File: src/hdl/pin_engine_pkg.sv
// Purpose: Constants shared by the PIN verify and change engine.
// Assumes: APB with 32-bit data and byte addresses of 8 bits.
// Notes:   Status words are the two bytes returned to the terminal.
package pin_engine_pkg;

  localparam int ADDR_W = 8;
  localparam int DATA_W = 32;
  localparam int NUM_SLOTS = 4;
  localparam int SLOT_W = 2;

  // Register byte addresses.
  localparam logic [7:0] CTRL_ADDR = 8'h00;
  localparam logic [7:0] CMD_ADDR = 8'h04;
  localparam logic [7:0] DATA0_ADDR = 8'h08;
  localparam logic [7:0] DATA3_ADDR = 8'h14;
  localparam logic [7:0] STATUS_ADDR = 8'h18;
  localparam logic [7:0] ACCESS_ADDR = 8'h1c;
  localparam logic [7:0] SLOT_BASE = 8'h20;
  localparam logic [7:0] SLOT_LAST = 8'h2c;
  localparam logic [7:0] PIN_BASE = 8'h40;
  localparam logic [7:0] PIN_LAST = 8'h5c;

  // Field positions.
  localparam int CTRL_START = 0;
  localparam int CTRL_CMD_LSB = 1;
  localparam int CTRL_SESSION = 3;
  localparam int CTRL_BUSY = 4;
  localparam int STAT_BUSY = 16;
  localparam int STAT_DONE = 17;
  localparam int SLOT_DIS = 8;
  localparam int SLOT_VALID = 9;
  localparam int SLOT_UNBLOCK = 10;
  localparam int SLOT_CNT_LSB = 12;
  localparam int SLOT_BLOCKED = 14;
  localparam int SLOT_VERIFIED = 15;

  // Commands held in CTRL.
  localparam logic [1:0] CMD_VERIFY = 2'h0;
  localparam logic [1:0] CMD_CHANGE = 2'h1;

  // Command encodings and lengths.
  localparam logic [7:0] P1_NONE = 8'h00;
  localparam logic [7:0] LC_EMPTY = 8'h00;
  localparam logic [7:0] LC_PIN = 8'h08;
  localparam logic [7:0] LC_CHANGE = 8'h10;

  // Retry counter.
  localparam logic [1:0] TRIES_INIT = 2'h3;
  localparam logic [1:0] TRIES_NONE = 2'h0;

  // Status words.
  localparam logic [15:0] SW_OK = 16'h9000;
  localparam logic [15:0] SW_TRIES = 16'h63c0;
  localparam logic [15:0] SW_BLOCKED = 16'h6983;
  localparam logic [15:0] SW_NOT_USABLE = 16'h6984;
  localparam logic [15:0] SW_BAD_P1P2 = 16'h6a86;
  localparam logic [15:0] SW_NOT_FOUND = 16'h6a88;
  localparam logic [15:0] SW_BAD_LEN = 16'h6700;
  localparam logic [15:0] SW_BAD_INS = 16'h6d00;

  typedef enum logic [0:0] {
    ST_IDLE,
    ST_EXEC
  } state_t;

endpackage

File: src/hdl/pin_verify_change_engine.sv
// Purpose: PIN verify and change engine with an APB register port.
// Assumes: Software copies each command's second parameter byte, data
//          length and data into registers, then writes start.
// Notes:   Retry counters reload 3 on presetn, a correct PIN or an unblock write,
//          and PIN values clear only on presetn; a session restart clears verified flags only.
// Behaviour
// - Compare PIN; status valid on every channel.
// - Verify only if PIN enabled and unblocked.
// - Guarded function needs verified or disabled PIN.
// - Correct PIN restores counter to 3.
// - Wrong PIN decrements counter, any channel.
// - First wrong presentation answers 63C2.
// - Second wrong answers 63C1; counter persists.
// - Third wrong blocks PIN, answers 63C0.
// - Verify on blocked PIN answers 6983.
// - Blocked PIN never grants access until unblocked; a disabled slot still grants it while blocked.
// - Empty verify data is a retry query.
// - Query answers 63CX with tries left.
// - Query on blocked PIN answers 63C0.
// - P2 selects PIN; reserved bits, zero invalid.
// - Change only if enabled, unblocked, old and new.
// - Correct old PIN: counter 3, new value.
// - New PIN value shared by all channels.
// - Wrong old PIN decrements, keeps value, blocks.
//
// The placing of the registers and the APB slave port are this design's own decisions.
module pin_verify_change_engine
  import pin_engine_pkg::*;
(
  input wire logic pclk, // APB clock
  input wire logic presetn, // Asynchronous reset, active low
  input wire logic psel, // Slave select
  input wire logic penable, // Access phase
  input wire logic pwrite, // Write when high
  input wire logic [pin_engine_pkg::ADDR_W-1:0] paddr, // Byte address
  input wire logic [pin_engine_pkg::DATA_W-1:0] pwdata, // Write data
  output logic pready, // Transfer complete
  output logic pslverr, // Unmapped address
  output logic [pin_engine_pkg::DATA_W-1:0] prdata // Read data
);

  typedef struct packed {
    logic pready;
    logic pslverr;
    logic [DATA_W-1:0] prdata;
    state_t state;
    logic [1:0] cmd_sel;
    logic [7:0] p1;
    logic [7:0] p2;
    logic [7:0] lc;
    logic [3:0][DATA_W-1:0] data;
    logic [15:0] sw;
    logic done;
    logic [7:0] guard;
    logic [NUM_SLOTS-1:0][63:0] pin;
    logic [NUM_SLOTS-1:0][1:0] tries;
    logic [NUM_SLOTS-1:0][7:0] keyref;
    logic [NUM_SLOTS-1:0] disabled;
    logic [NUM_SLOTS-1:0] valid;
    logic [NUM_SLOTS-1:0] verified;
  } regs_t;

  regs_t q;
  regs_t next_q;

  // ----------------------------------------------------------------
  // Slot lookup
  // ----------------------------------------------------------------
  logic [NUM_SLOTS-1:0] cmd_hit;
  logic [NUM_SLOTS-1:0] guard_hit;
  logic [NUM_SLOTS-1:0] slot_open;

  genvar gi;
  generate
    for (gi = 0; gi < NUM_SLOTS; gi++)
    begin : g_slot
      // PIN reference lookup
      // match P2 byte
      assign cmd_hit[gi] = q.valid[gi] && (q.keyref[gi] == q.p2);
      assign guard_hit[gi] = q.valid[gi] && (q.keyref[gi] == q.guard);
      // Access gate
      // verified or disabled
      assign slot_open[gi] = q.disabled[gi] ||
        (q.verified[gi] && (q.tries[gi] != TRIES_NONE));
    end
  endgenerate

  logic [SLOT_W-1:0] cmd_idx;
  logic cmd_found;
  logic access_ok;
  logic p2_bad;
  logic [63:0] old_pin;
  logic [63:0] new_pin;
  logic [1:0] tries_left;
  logic addr_ok;
  logic [SLOT_W-1:0] reg_idx;

  always_comb
  begin
    // The lowest matching slot wins; software keeps references unique.
    cmd_idx = '0;
    cmd_found = 1'b0;
    // A guard of zero means the function needs no PIN at all.
    access_ok = (q.guard == P1_NONE);
    for (int i = 0; i < NUM_SLOTS; i++)
    begin
      if (cmd_hit[i] && !cmd_found)
      begin
        cmd_idx = SLOT_W'(i);
        cmd_found = 1'b1;
      end
      if (guard_hit[i] && slot_open[i])
      begin
        access_ok = 1'b1;
      end
    end
  end

  // Parameter check
  // reserved bits and zero
  // P1 must be 00
  // A reference number of zero names no PIN, global or specific.
  assign p2_bad = (q.p1 != P1_NONE) || (q.p2[4:0] == 5'h00) ||
                  (q.p2[6:5] != 2'h0);
  assign old_pin = {q.data[1], q.data[0]};
  assign new_pin = {q.data[3], q.data[2]};
  // Read only after the blocked check, so it never wraps below zero.
  assign tries_left = q.tries[cmd_idx] - 2'h1;
  assign reg_idx = paddr[3:2];

  // ----------------------------------------------------------------
  // Address decode
  // ----------------------------------------------------------------
  // Only aligned words inside the three register windows are mapped.
  always_comb
  begin
    addr_ok = 1'b0;
    if ((paddr[1:0] == 2'h0) &&
        ((paddr <= ACCESS_ADDR) ||
         (paddr >= SLOT_BASE && paddr <= SLOT_LAST) ||
         (paddr >= PIN_BASE && paddr <= PIN_LAST)))
    begin
      addr_ok = 1'b1;
    end
  end

  // ----------------------------------------------------------------
  // Next state
  // ----------------------------------------------------------------
  always_comb
  begin
    next_q = q;
    next_q.pready = 1'b0;
    next_q.pslverr = 1'b0;

    // ----------------------------------------------------------------
    // Register read
    // ----------------------------------------------------------------
    // Setup phase: latch read data so the access phase sees a flop.
    // The ready term keeps each answer to a single cycle.
    if (psel && !penable && !q.pready)
    begin
      next_q.pready = 1'b1;
      next_q.pslverr = !addr_ok;
      next_q.prdata = '0;
      if (!addr_ok)
      begin
        next_q.prdata = '0;
      end
      else if (paddr == CTRL_ADDR)
      begin
        next_q.prdata[CTRL_CMD_LSB +: 2] = q.cmd_sel;
        next_q.prdata[CTRL_BUSY] = (q.state == ST_EXEC);
      end
      else if (paddr == CMD_ADDR)
      begin
        next_q.prdata[23:0] = {q.lc, q.p2, q.p1};
      end
      else if (paddr >= DATA0_ADDR && paddr <= DATA3_ADDR)
      begin
        next_q.prdata = q.data[SLOT_W'((paddr - DATA0_ADDR) >> 2)];
      end
      else if (paddr == STATUS_ADDR)
      begin
        next_q.prdata[15:0] = q.sw;
        next_q.prdata[STAT_BUSY] = (q.state == ST_EXEC);
        next_q.prdata[STAT_DONE] = q.done;
      end
      else if (paddr == ACCESS_ADDR)
      begin
        next_q.prdata[15:8] = q.guard;
        next_q.prdata[0] = access_ok;
      end
      else if (paddr <= SLOT_LAST)
      begin
        next_q.prdata[7:0] = q.keyref[reg_idx];
        next_q.prdata[SLOT_DIS] = q.disabled[reg_idx];
        next_q.prdata[SLOT_VALID] = q.valid[reg_idx];
        next_q.prdata[SLOT_CNT_LSB +: 2] = q.tries[reg_idx];
        next_q.prdata[SLOT_BLOCKED] = (q.tries[reg_idx] == TRIES_NONE);
        next_q.prdata[SLOT_VERIFIED] = q.verified[reg_idx];
      end
      else
      begin
        // Stored PIN values are write-only.
        next_q.prdata = '0;
      end
      // A write answers with zero on the read bus.
      if (pwrite)
      begin
        next_q.prdata = '0;
      end
    end

    // ----------------------------------------------------------------
    // Register write
    // ----------------------------------------------------------------
    // Access phase: writes take effect here only.
    if (psel && penable && q.pready && pwrite && addr_ok)
    begin
      if (paddr == CTRL_ADDR)
      begin
        // Session restart drops verified flags but keeps the counters.
        if (pwdata[CTRL_SESSION])
        begin
          next_q.verified = '0;
        end
        if (pwdata[CTRL_START] && q.state == ST_IDLE)
        begin
          next_q.cmd_sel = pwdata[CTRL_CMD_LSB +: 2];
          next_q.state = ST_EXEC;
          next_q.done = 1'b0;
        end
      end
      else if (paddr == CMD_ADDR)
      begin
        {next_q.lc, next_q.p2, next_q.p1} = pwdata[23:0];
      end
      else if (paddr >= DATA0_ADDR && paddr <= DATA3_ADDR)
      begin
        next_q.data[SLOT_W'((paddr - DATA0_ADDR) >> 2)] = pwdata;
      end
      else if (paddr == ACCESS_ADDR)
      begin
        next_q.guard = pwdata[15:8];
      end
      else if (paddr >= SLOT_BASE && paddr <= SLOT_LAST)
      begin
        next_q.keyref[reg_idx] = pwdata[7:0];
        next_q.disabled[reg_idx] = pwdata[SLOT_DIS];
        next_q.valid[reg_idx] = pwdata[SLOT_VALID];
        // Unblock refills the counter; the stored PIN is kept.
        if (pwdata[SLOT_UNBLOCK])
        begin
          next_q.tries[reg_idx] = TRIES_INIT;
        end
      end
      else if (paddr >= PIN_BASE)
      begin
        // Each slot holds its PIN as two words, low word first.
        next_q.pin[paddr[4:3]][paddr[2]*DATA_W +: DATA_W] = pwdata;
      end
    end

    // ----------------------------------------------------------------
    // Command execution
    // ----------------------------------------------------------------
    // Command execution: one cycle, after any session clear above.
    // The checks run in order, so a malformed command never reaches a
    // counter.
    if (q.state == ST_EXEC)
    begin
      next_q.state = ST_IDLE;
      next_q.done = 1'b1;
      if (q.cmd_sel != CMD_VERIFY && q.cmd_sel != CMD_CHANGE)
      begin
        next_q.sw = SW_BAD_INS;
      end
      // Bad reference byte
      // reject, counters untouched
      else if (p2_bad)
      begin
        next_q.sw = SW_BAD_P1P2;
      end
      else if (!cmd_found)
      begin
        next_q.sw = SW_NOT_FOUND;
      end
      // Retry counter query
      // empty data field
      else if (q.cmd_sel == CMD_VERIFY && q.lc == LC_EMPTY)
      begin
        next_q.sw = SW_TRIES | {14'h0, q.tries[cmd_idx]};
      end
      else if ((q.cmd_sel == CMD_VERIFY && q.lc != LC_PIN) ||
               (q.cmd_sel == CMD_CHANGE && q.lc != LC_CHANGE))
      begin
        next_q.sw = SW_BAD_LEN;
      end
      // Blocked PIN refusal
      // no verify when blocked
      else if (q.tries[cmd_idx] == TRIES_NONE)
      begin
        next_q.sw = SW_BLOCKED;
      end
      // Disabled PIN refusal
      // no verify when disabled
      else if (q.disabled[cmd_idx])
      begin
        next_q.sw = SW_NOT_USABLE;
      end
      // Correct presentation
      // shared security status
      else if (old_pin == q.pin[cmd_idx])
      begin
        next_q.tries[cmd_idx] = TRIES_INIT;
        next_q.verified[cmd_idx] = 1'b1;
        next_q.sw = SW_OK;
        if (q.cmd_sel == CMD_CHANGE)
        begin
          // Single PIN store
          // visible to all channels
          next_q.pin[cmd_idx] = new_pin;
        end
      end
      // Wrong presentation
      // decrement counter
      else
      begin
        next_q.tries[cmd_idx] = tries_left;
        next_q.verified[cmd_idx] = 1'b0;
        next_q.sw = SW_TRIES | {14'h0, tries_left};
      end
    end
  end

  // ----------------------------------------------------------------
  // State register
  // ----------------------------------------------------------------
  // Reset clears PINs and loads each counter with 3; a session restart never
  // refunds an attempt.
  always_ff @(posedge pclk or negedge presetn)
  begin
    if (!presetn)
    begin
      q <= '0;
      q.state <= ST_IDLE;
      q.sw <= SW_OK;
      q.tries <= {NUM_SLOTS{TRIES_INIT}};
    end
    else
    begin
      q <= next_q;
    end
  end

  // ----------------------------------------------------------------
  // Outputs
  // ----------------------------------------------------------------
  // Every output is a field of the state register.
  assign pready = q.pready;
  assign pslverr = q.pslverr;
  assign prdata = q.prdata;

endmodule

File: config.mk
export PLATFORM = sky130hd
export DESIGN_NAME = pin_verify_change_engine
export DESIGN_NICKNAME = d
export VERILOG_FILES = /design/src/hdl/pin_engine_pkg.sv /design/src/hdl/pin_verify_change_engine.sv
export SDC_FILE = /design/constraint.sdc
export NUM_CORES = 1
export LEC_CHECK = 0
export BUFFER_PORTS_ARGS = -buffer_cell sky130_fd_sc_hd__buf_2
export CAP_MARGIN = 20
export CELL_PAD_IN_SITES_DETAIL_PLACEMENT = 0
export CELL_PAD_IN_SITES_GLOBAL_PLACEMENT = 1
export CORE_MARGIN = 8
export CORE_UTILIZATION = 30
export DETAILED_ROUTE_END_ITERATION = 10
export PLACE_DENSITY_LB_ADDON = 0.1
export SLEW_MARGIN = 20
export SYNTH_ARGS = -nofsm -noshare
export SYNTH_HDL_FRONTEND = slang
export SYNTH_SLANG_ARGS = --single-unit
File: constraint.sdc
create_clock -name pclk -period 5.05 [get_ports pclk]
set_input_delay 1.01 -clock pclk [delete_from_list [all_inputs] [get_ports pclk]]
set_output_delay 1.01 -clock pclk [all_outputs]
set_load 0.005 [all_outputs]
### Yosys cells after proc, flatten, opt, wreduce, memory -nomap -nowiden

Index checks and enable logic that the tools add are counted.

| operators by class | value |
|---|---|
| $add $sub $neg | 3 |
| equal/unequal tests | 16 |
| reduce and logical (&&, ||, !) cells | 77 |
| bitwise operators | 10 |
| $lt $le $gt $ge | 15 |
| shifts and indexed selects | 2 |
| mux-type cells | 121 |

Operators with widths:

| cell | number |
|---|---|
| $mux 264 | 8 |
| $mux 256 | 4 |
| $mux 312 | 3 |
| $bwmux 256 | 2 |
| $mux 317 | 1 |
| $mux 304 | 1 |
| $demux 64 s2 | 2 |
| $mux 128 | 2 |
| $mux 64 | 3 |
| $mux 32 | 5 |
| $mux 155 | 1 |
| $mux 152 | 1 |
| $bmux 64 s2 | 1 |
| $bwmux 128 | 1 |
| $mux 16 | 8 |
| $bmux 32 s2 | 1 |
| $demux 32 s2 | 1 |
| $eq 64x64->1 | 1 |
| $eq 8x8->1 | 8 |
| $shift 32x34->64 const A | 1 |
| $shiftx 32x34->64 | 1 |
| $mux 8 | 7 |
| $mux 24 | 2 |
| $mux 4 | 12 |
| other kinds (52) | 167 |

| word-level totals | value |
|---|---|
| bits in registers | 522 |
| input port bits | 45 |
| output and inout bits | 34 |

### Depth between registers and ports, before layout

Gate-level depths: netlist of run 1.

| logic depth | value |
|---|---|
| depth after elaboration | 27 |
| mapped depth | 17 |
| depth with buffers taken out | 14 |

### Worst setup path after synthesis of run 1

Ideal clock, no wire load.

| timing | value |
|---|---|
| path type | reg-to-reg |
| from | reg q[469] (netlist bit) |
| to | reg q[3] (netlist bit) |
| clock period less this slack | 4.319 ns |
| arrival time | 4.165 ns |
| library setup time | 0.154 ns |
| stages on the path, launching flop included | 16 |
| path buffers | 3 |
| setup slack | 0.731 ns |
| cell sequence | dfrtp_1 buf_2 xor2_1 nor4_2 clkbuf_1 clkbuf_1 nand3_1 a31oi_1 o22ai_1 a21oi_1 inv_1 ha_1 nor2_1 nand2_1 nor4_1 o21ai_0 |

RTL lines:

| item | line | RTL |
|---|---|---|
| from (decl) | pin_verify_change_engine.sv:63 | `regs_t q;` |
| from (signal assigned) | pin_verify_change_engine.sv:353 | `q <= next_q;` |

==> qor.csv, run 1 <==
stage,metric,value,unit
run_status,status,"finished, final reports clean",
critical_path,worstSetupPathType,flip-flop to flip-flop,
die,core,0.09614,sq mm
critical_path,cp-start-kind,flip-flop,
global_route,grt_pass1_vias,21360,
sta,max_freq,0.2065,GHz
detailed_routing,antenna_left,0,
finish,syn_to_final_growth,15.29,%
detailed_routing,wl,113500,microns
logic_synthesis,postSynthCellCount,2390,
cts,clk-insertion-delay-late,630,ps
sta,skew,32.95,ps
logic_synthesis,ys_seq_area_frac,0.4489,
detailed_routing,wl_per_cell,30.46,microns
logic_synthesis,synth-main-ff-cell,dfrtp_1,
die,fp.dieH,326.4,microns
die,num_rows,114,
hold_path,hp-class,input port to async pin,
flow_run,cap_violations,0,
logic_synthesis,synth_edf_count,0,
detailed_routing,drtPass1Iterations,9,
die,start_util,0.3007,
cts,cts.sink_count,518,
finish,mostFrequentLayoutCell,mux2_2,
detailed_routing,routed-via-count,20130,
detailed_routing,drt-initial-drc-count,1486,
logic_synthesis,synth.avg_cell_area,12.09,sq um
finish,design_area,0.03332,sq mm
place,numPortBuffers,78,
sta,slew_violations,0,
global_route,grt_max_degree,112,
critical_path,required,5550,ps
global_route,grt_pass1_wl,163100,microns
power,p_leak,0.01536,uW
place,dp.final_hpwl,70160,microns
cts,cts_tree,done,
finish,finalNonFillerCells,3725,
sta,period_share,0.9588,
die,ios,79,
logic_synthesis,yosysUniqueCellTypes,57,
sta,slew_headroom,0.3321,
finish,most-common-layout-cells,"mux2_2 (606), dfrtp_1 (509), xnor2_1 (100), nand4_1 (79), mux2_1 (78)",
critical_path,cp.arrival,5340,ps
place,gp_congestion,0.8590,
cts,clkTransAtPathRegs,50,ps
cts,numCtsBuffers,67,
logic_synthesis,syn-num-nets,2436,
sta,fin_tns_setup,0,ps
die,die_area,0.1065,sq mm
global_route,grtUsageTotal,0.2084,
critical_path,crit_path_max_fanout,32,
global_route,antenna_found_initial,6,
logic_synthesis,async_reset_ff_frac,1.000,
detailed_routing,viasPerCell,5.404,
cts,cts_buffer_depth,3,
place,dpl-instance-area,0.03112,sq mm
sta,setup_viol,0,
sta,min_period,4842,ps
die,die-width,326.4,microns
logic_synthesis,synth-seq-cells,518,
power,vdd_drop_max,0.1957,mV
sta,rsz0062_at_grt,no,
power,power_density,280.0,mW/mm^2
place,place_inst,3604,
logic_synthesis,synth_area,0.02890,sq mm
cts,clockRootBuffer,clkbuf_16,
detailed_routing,remaining_drc_errors,0,
finish,layout-drive-gt1-share,0.4131,
global_route,grt_overflow,0,
logic_synthesis,yosysWarnings,0,
cts,cts_max_level,3,
sta,worst_slew_pin_slew,992.6,ps
critical_path,cp-end-kind,flip-flop,
sta,hold_viol_final,0,
finish,nNetsFinal,2447,
[final timing paths]
path / from / to / slack (ps) / cells after the start
max: q[476] / q[306] / 210 / 16
min: presetn / async pin / 350 / 1
max reg2reg: q[476] / q[306] / 210 / 16
min reg2reg: prdata[1] / prdata[1] / 470 / 2
max in group asynchronous: presetn / q[204] / 3440 / 2
min in group pclk: prdata[1] / prdata[1] / 470 / 2
[cell type report]
class	instances	area, sq um
fill	9546	62810
multi-input combinational	1554	14730
sequential	518	12970
clock buffer	106	2036
timing repair buffer	186	1629
tap	1276	1597
inverter	74	277.8
clock inverter	7	71.32
antenna	4	10.01
[worst max-delay path, stage by stage, from the launching register on]
cell      delay (ps)
dfrtp_1          530
xor2_1           250
nor4_4           430
and3_2           440
buf_12           230
buf_12           170
o311ai_0         130
a22oi_1          220
xnor2_1          250
nor4_1           270
buf_4            190
nand4_1          150
nor4_4           420
buf_12           180
nand4_4          160
buf_12           280
mux2_1           350
[report_power, final]
group	total [uW]	internal, uW	switching [uW]	leakage, uW
sequential	4180	4170	10.1	0.00718
combinational	418	111	307	0.00715
clock	4730	2800	1930	0.00104
total	9330	7080	2250	0.0154
[metal layers]
| layer | wire [microns] | track usage | vias to the layer above |
|---|---|---|---|
| met5 | 11 | 0 | - |
| met4 | 3247 | 0.06128 | 2 |
| met3 | 4828 | 0.03585 | 161 |
| met2 | 52130 | 0.3283 | 483 |
| met1 | 53260 | 0.2926 | 10640 |
| li1 | - | - | 8842 |
[cells in the mapped netlist, drive strengths merged (4+ instances only)]
library cell,instances,area [sq um]
nor2,63,236.5
o21ai,38,190.2
dfrtp,509,12740
a221oi,8,70.07
nand3,14,107.6
xnor2,100,875.8
nor3,30,150.1
or3,7,43.79
clkbuf,152,570.6
a22o,12,105.1
a211oi,8,60.06
inv,74,277.8
or4,4,30.03
a32oi,5,43.79
buf,93,546.8
nor4,31,215.2
a21oi,46,230.2
xor2,28,245.2
o311ai,64,560.5
nand2b,7,43.79
o22ai,8,50.05
o2111ai,4,35.03
o21a,70,525.5
nand2,58,217.7
dfstp,9,236.5
nor2b,9,56.30
o31ai,4,30.03
a22oi,70,525.5
nand4,80,515.5
mux2,714,8153
mux4,45,1013
[kinds of logic after synthesis]
group / count (synthesis) / synth area share
adder cells (fa/ha/maj): 1 / 0.0004328
multiplexers: 762 / 0.3182
XOR/XNOR: 128 / 0.03879
flip-flops: 518 / 0.4489
AO/OA/AOI/OAI: 348 / 0.08688
AND/OR/NAND/NOR: 314 / 0.05861
buffers and inverters: 319 / 0.04827
[timing repair]
action,in CTS,in global routing
pin swaps,0,1
gates cloned,0,1
hold buffers,0,0
setup buffers,0,3
resized for setup,1,8
setup endpoints to repair,93,99
[stage by stage]
| stage | utilization | hold WS (ps) | setup WS (ps) | total power (uW) |
|---|---|---|---|---|
| after floorplan | - | 448.5 | 730.8 | 4409 |
| after global placement | 0.3237 | 462.6 | -76.62 | 4673 |
| after detailed placement | 0.3237 | 465.5 | -65.22 | 4679 |
| after CTS | 0.3457 | 394.1 | 65.62 | 9483 |
| after global routing | 0.3465 | 414.0 | 40.72 | 9653 |
| final | 0.3466 | 348.6 | 207.9 | 9330 |
Power figures use the tool's default switching activity.
==> run 2: changes to the inputs <==
PLACE_DENSITY = 0.54   (was default)
PLACE_DENSITY_LB_ADDON = default   (was 0.1)
==> qor.csv, run 2 (same netlist as run 1, synthesis figures left out) <==
stage,metric,value,unit
run_status,status,"finished, final reports clean",
die,die_area,0.1065,sq mm
sta,skew,25.65,ps
critical_path,cp-start-kind,flip-flop,
detailed_routing,drtPass1Iterations,5,
die,core,0.09614,sq mm
sta,fin_tns_setup,0,ps
cts,clkTransAtPathRegs,60,ps
sta,hold_viol_final,0,
sta,worst_slew_pin_slew,881.5,ps
power,power,8865,uW
die,fp.dieH,326.4,microns
finish,layout-drive-gt1-share,0.4018,
global_route,grt_pass1_vias,21290,
detailed_routing,viasPerCell,5.505,
critical_path,slowest_delay,550,ps
finish,syn_to_final_growth,13.30,%
finish,seq_area,0.01297,sq mm
finish,fillCellCount,9595,
detailed_routing,antenna_left,0,
finish,design_area,0.03275,sq mm
sta,max_freq,0.2010,GHz
sta,min_period,4974,ps
die,die-width,326.4,microns
cts,cts_max_level,2,
detailed_routing,wl,105400,microns
sta,slew_headroom,0.4124,
global_route,grt_overflow,0,
cts,cts_buffer_depth,3,
die,num_rows,114,
critical_path,crit_chain,xnor2_1 -> nand4_1 -> or3_4 -> buf_4 -> o21a_1 -> a22oi_1 -> xnor2_1 -> nor4_1 -> nand4_1 -> nor4_4 -> buf_12 -> nand4_4 -> buf_12 -> mux2_1,
cts,cts.sink_count,518,
hold_path,hp-class,input port to async pin,
die,start_util,0.3007,
critical_path,cpMaxStageDelayCell,or3_4,
sta,period_share,0.9849,
critical_path,cp-end-kind,flip-flop,
finish,nNetsFinal,2407,
sta,setup_viol,0,
cts,clk-insertion-delay-late,630,ps
global_route,grtUsageTotal,0.1917,
global_route,grt_pass1_wl,154100,microns
critical_path,crit_path_max_fanout,64,
detailed_routing,wl_per_cell,28.60,microns
power,p_leak,0.01507,uW
critical_path,cp.arrival,5470,ps
global_route,antenna_found_initial,10,
power,vdd_drop_max,0.2322,mV
sta,slew_violations,0,
detailed_routing,drt-initial-drc-count,1511,
cts,numCtsBuffers,59,
cts,cts_tree,done,
detailed_routing,routed-via-count,20280,
detailed_routing,remaining_drc_errors,0,
flow_run,cap_violations,0,
global_route,grt_max_degree,88,
place,gp_congestion,0.8659,
place,numPortBuffers,78,
finish,mostFrequentLayoutCell,mux2_2,
finish,most-common-layout-cells,"mux2_2 (606), dfrtp_1 (509), xnor2_1 (100), nand4_1 (79), mux2_1 (78)",
power,power_density,270.7,mW/mm^2
finish,multiInputGateArea,0.01468,sq mm
critical_path,required,5550,ps
finish,fin_util,0.3406,
sta,rsz0062_at_grt,no,
place,dp.final_hpwl,64530,microns
cts,clockRootBuffer,clkbuf_16,
die,ios,79,
cts,postCtsHoldBufs,0,
critical_path,worstSetupPathType,flip-flop to flip-flop,
place,dpl-instance-area,0.03085,sq mm
## run 2: timing repair
item | 4_1_cts | 5_1_grt
endpoints found under the setup margin | 0 | 219
resized for setup | 0 | 4
hold endpoints to repair | 0 | 0
setup buffers | 0 | 0
## run 2: cell type report
type                       count  share of cell area
sequential                   518              0.3962
timing repair buffer         155             0.04073
multi-input combinational   1553              0.4483
inverter                      74            0.008482
tap                         1276             0.04875
antenna                        4           0.0003057
clock inverter                15            0.004776
clock buffer                  89             0.05250
## run 2: stage by stage
step | std cells | setup slack, ps | hold slack, ps
2_1_floorplan | 2390 | 730.8 | 448.5
3_3_place_gp | 3576 | 117.5 | 465.0
3_5_place_dp | 3576 | 64.71 | 466.4
4_1_cts | 3680 | 4.298 | 416.4
5_1_grt | 3680 | 10.89 | 441.7
6_report | 3684 | 76.08 | 403.3
## run 2: per-layer routing
metal / track usage / share of wire / up-vias
li1: - / - / 8748
met1: 0.2694 / 0.46 / 10780
met2: 0.3065 / 0.46 / 574
met3: 0.02866 / 0.050 / 168
met4: 0.05326 / 0.027 / 6
met5: 0 / 0.00032 / -
## run 2: critical path, delay by kind of cell (launching register included)
family | cells | cell delay, ps
mux | 1 | 390
buf+inv | 3 | 840
xor+xnor | 2 | 550
flops | 1 | 540
compound gates | 2 | 440
simple gates | 6 | 1920
## run 2: path summary, 6_finish.rpt
| path | slack (ps) | depth (start not counted) | end | from |
|---|---|---|---|---|
| hold reg to reg | 470 | 2 | prdata[3] | prdata[3] |
| hold / removal | 400 | 1 | q[469] | presetn |
| setup reg to reg | 80 | 14 | q[289] | q[474] |
| max in group asynchronous | 3580 | 2 | async pin | presetn |
| setup / recovery | 80 | 14 | q[289] | q[474] |
| min in group pclk | 470 | 2 | prdata[3] | prdata[3] |
## run 2: power by group
| group | switching (uW) | internal [uW] |
|---|---|---|
| logic | 296 | 106 |
| clock network | 1810 | 2480 |
| registers | 9.90 | 4170 |
| total | 2110 | 6750 |
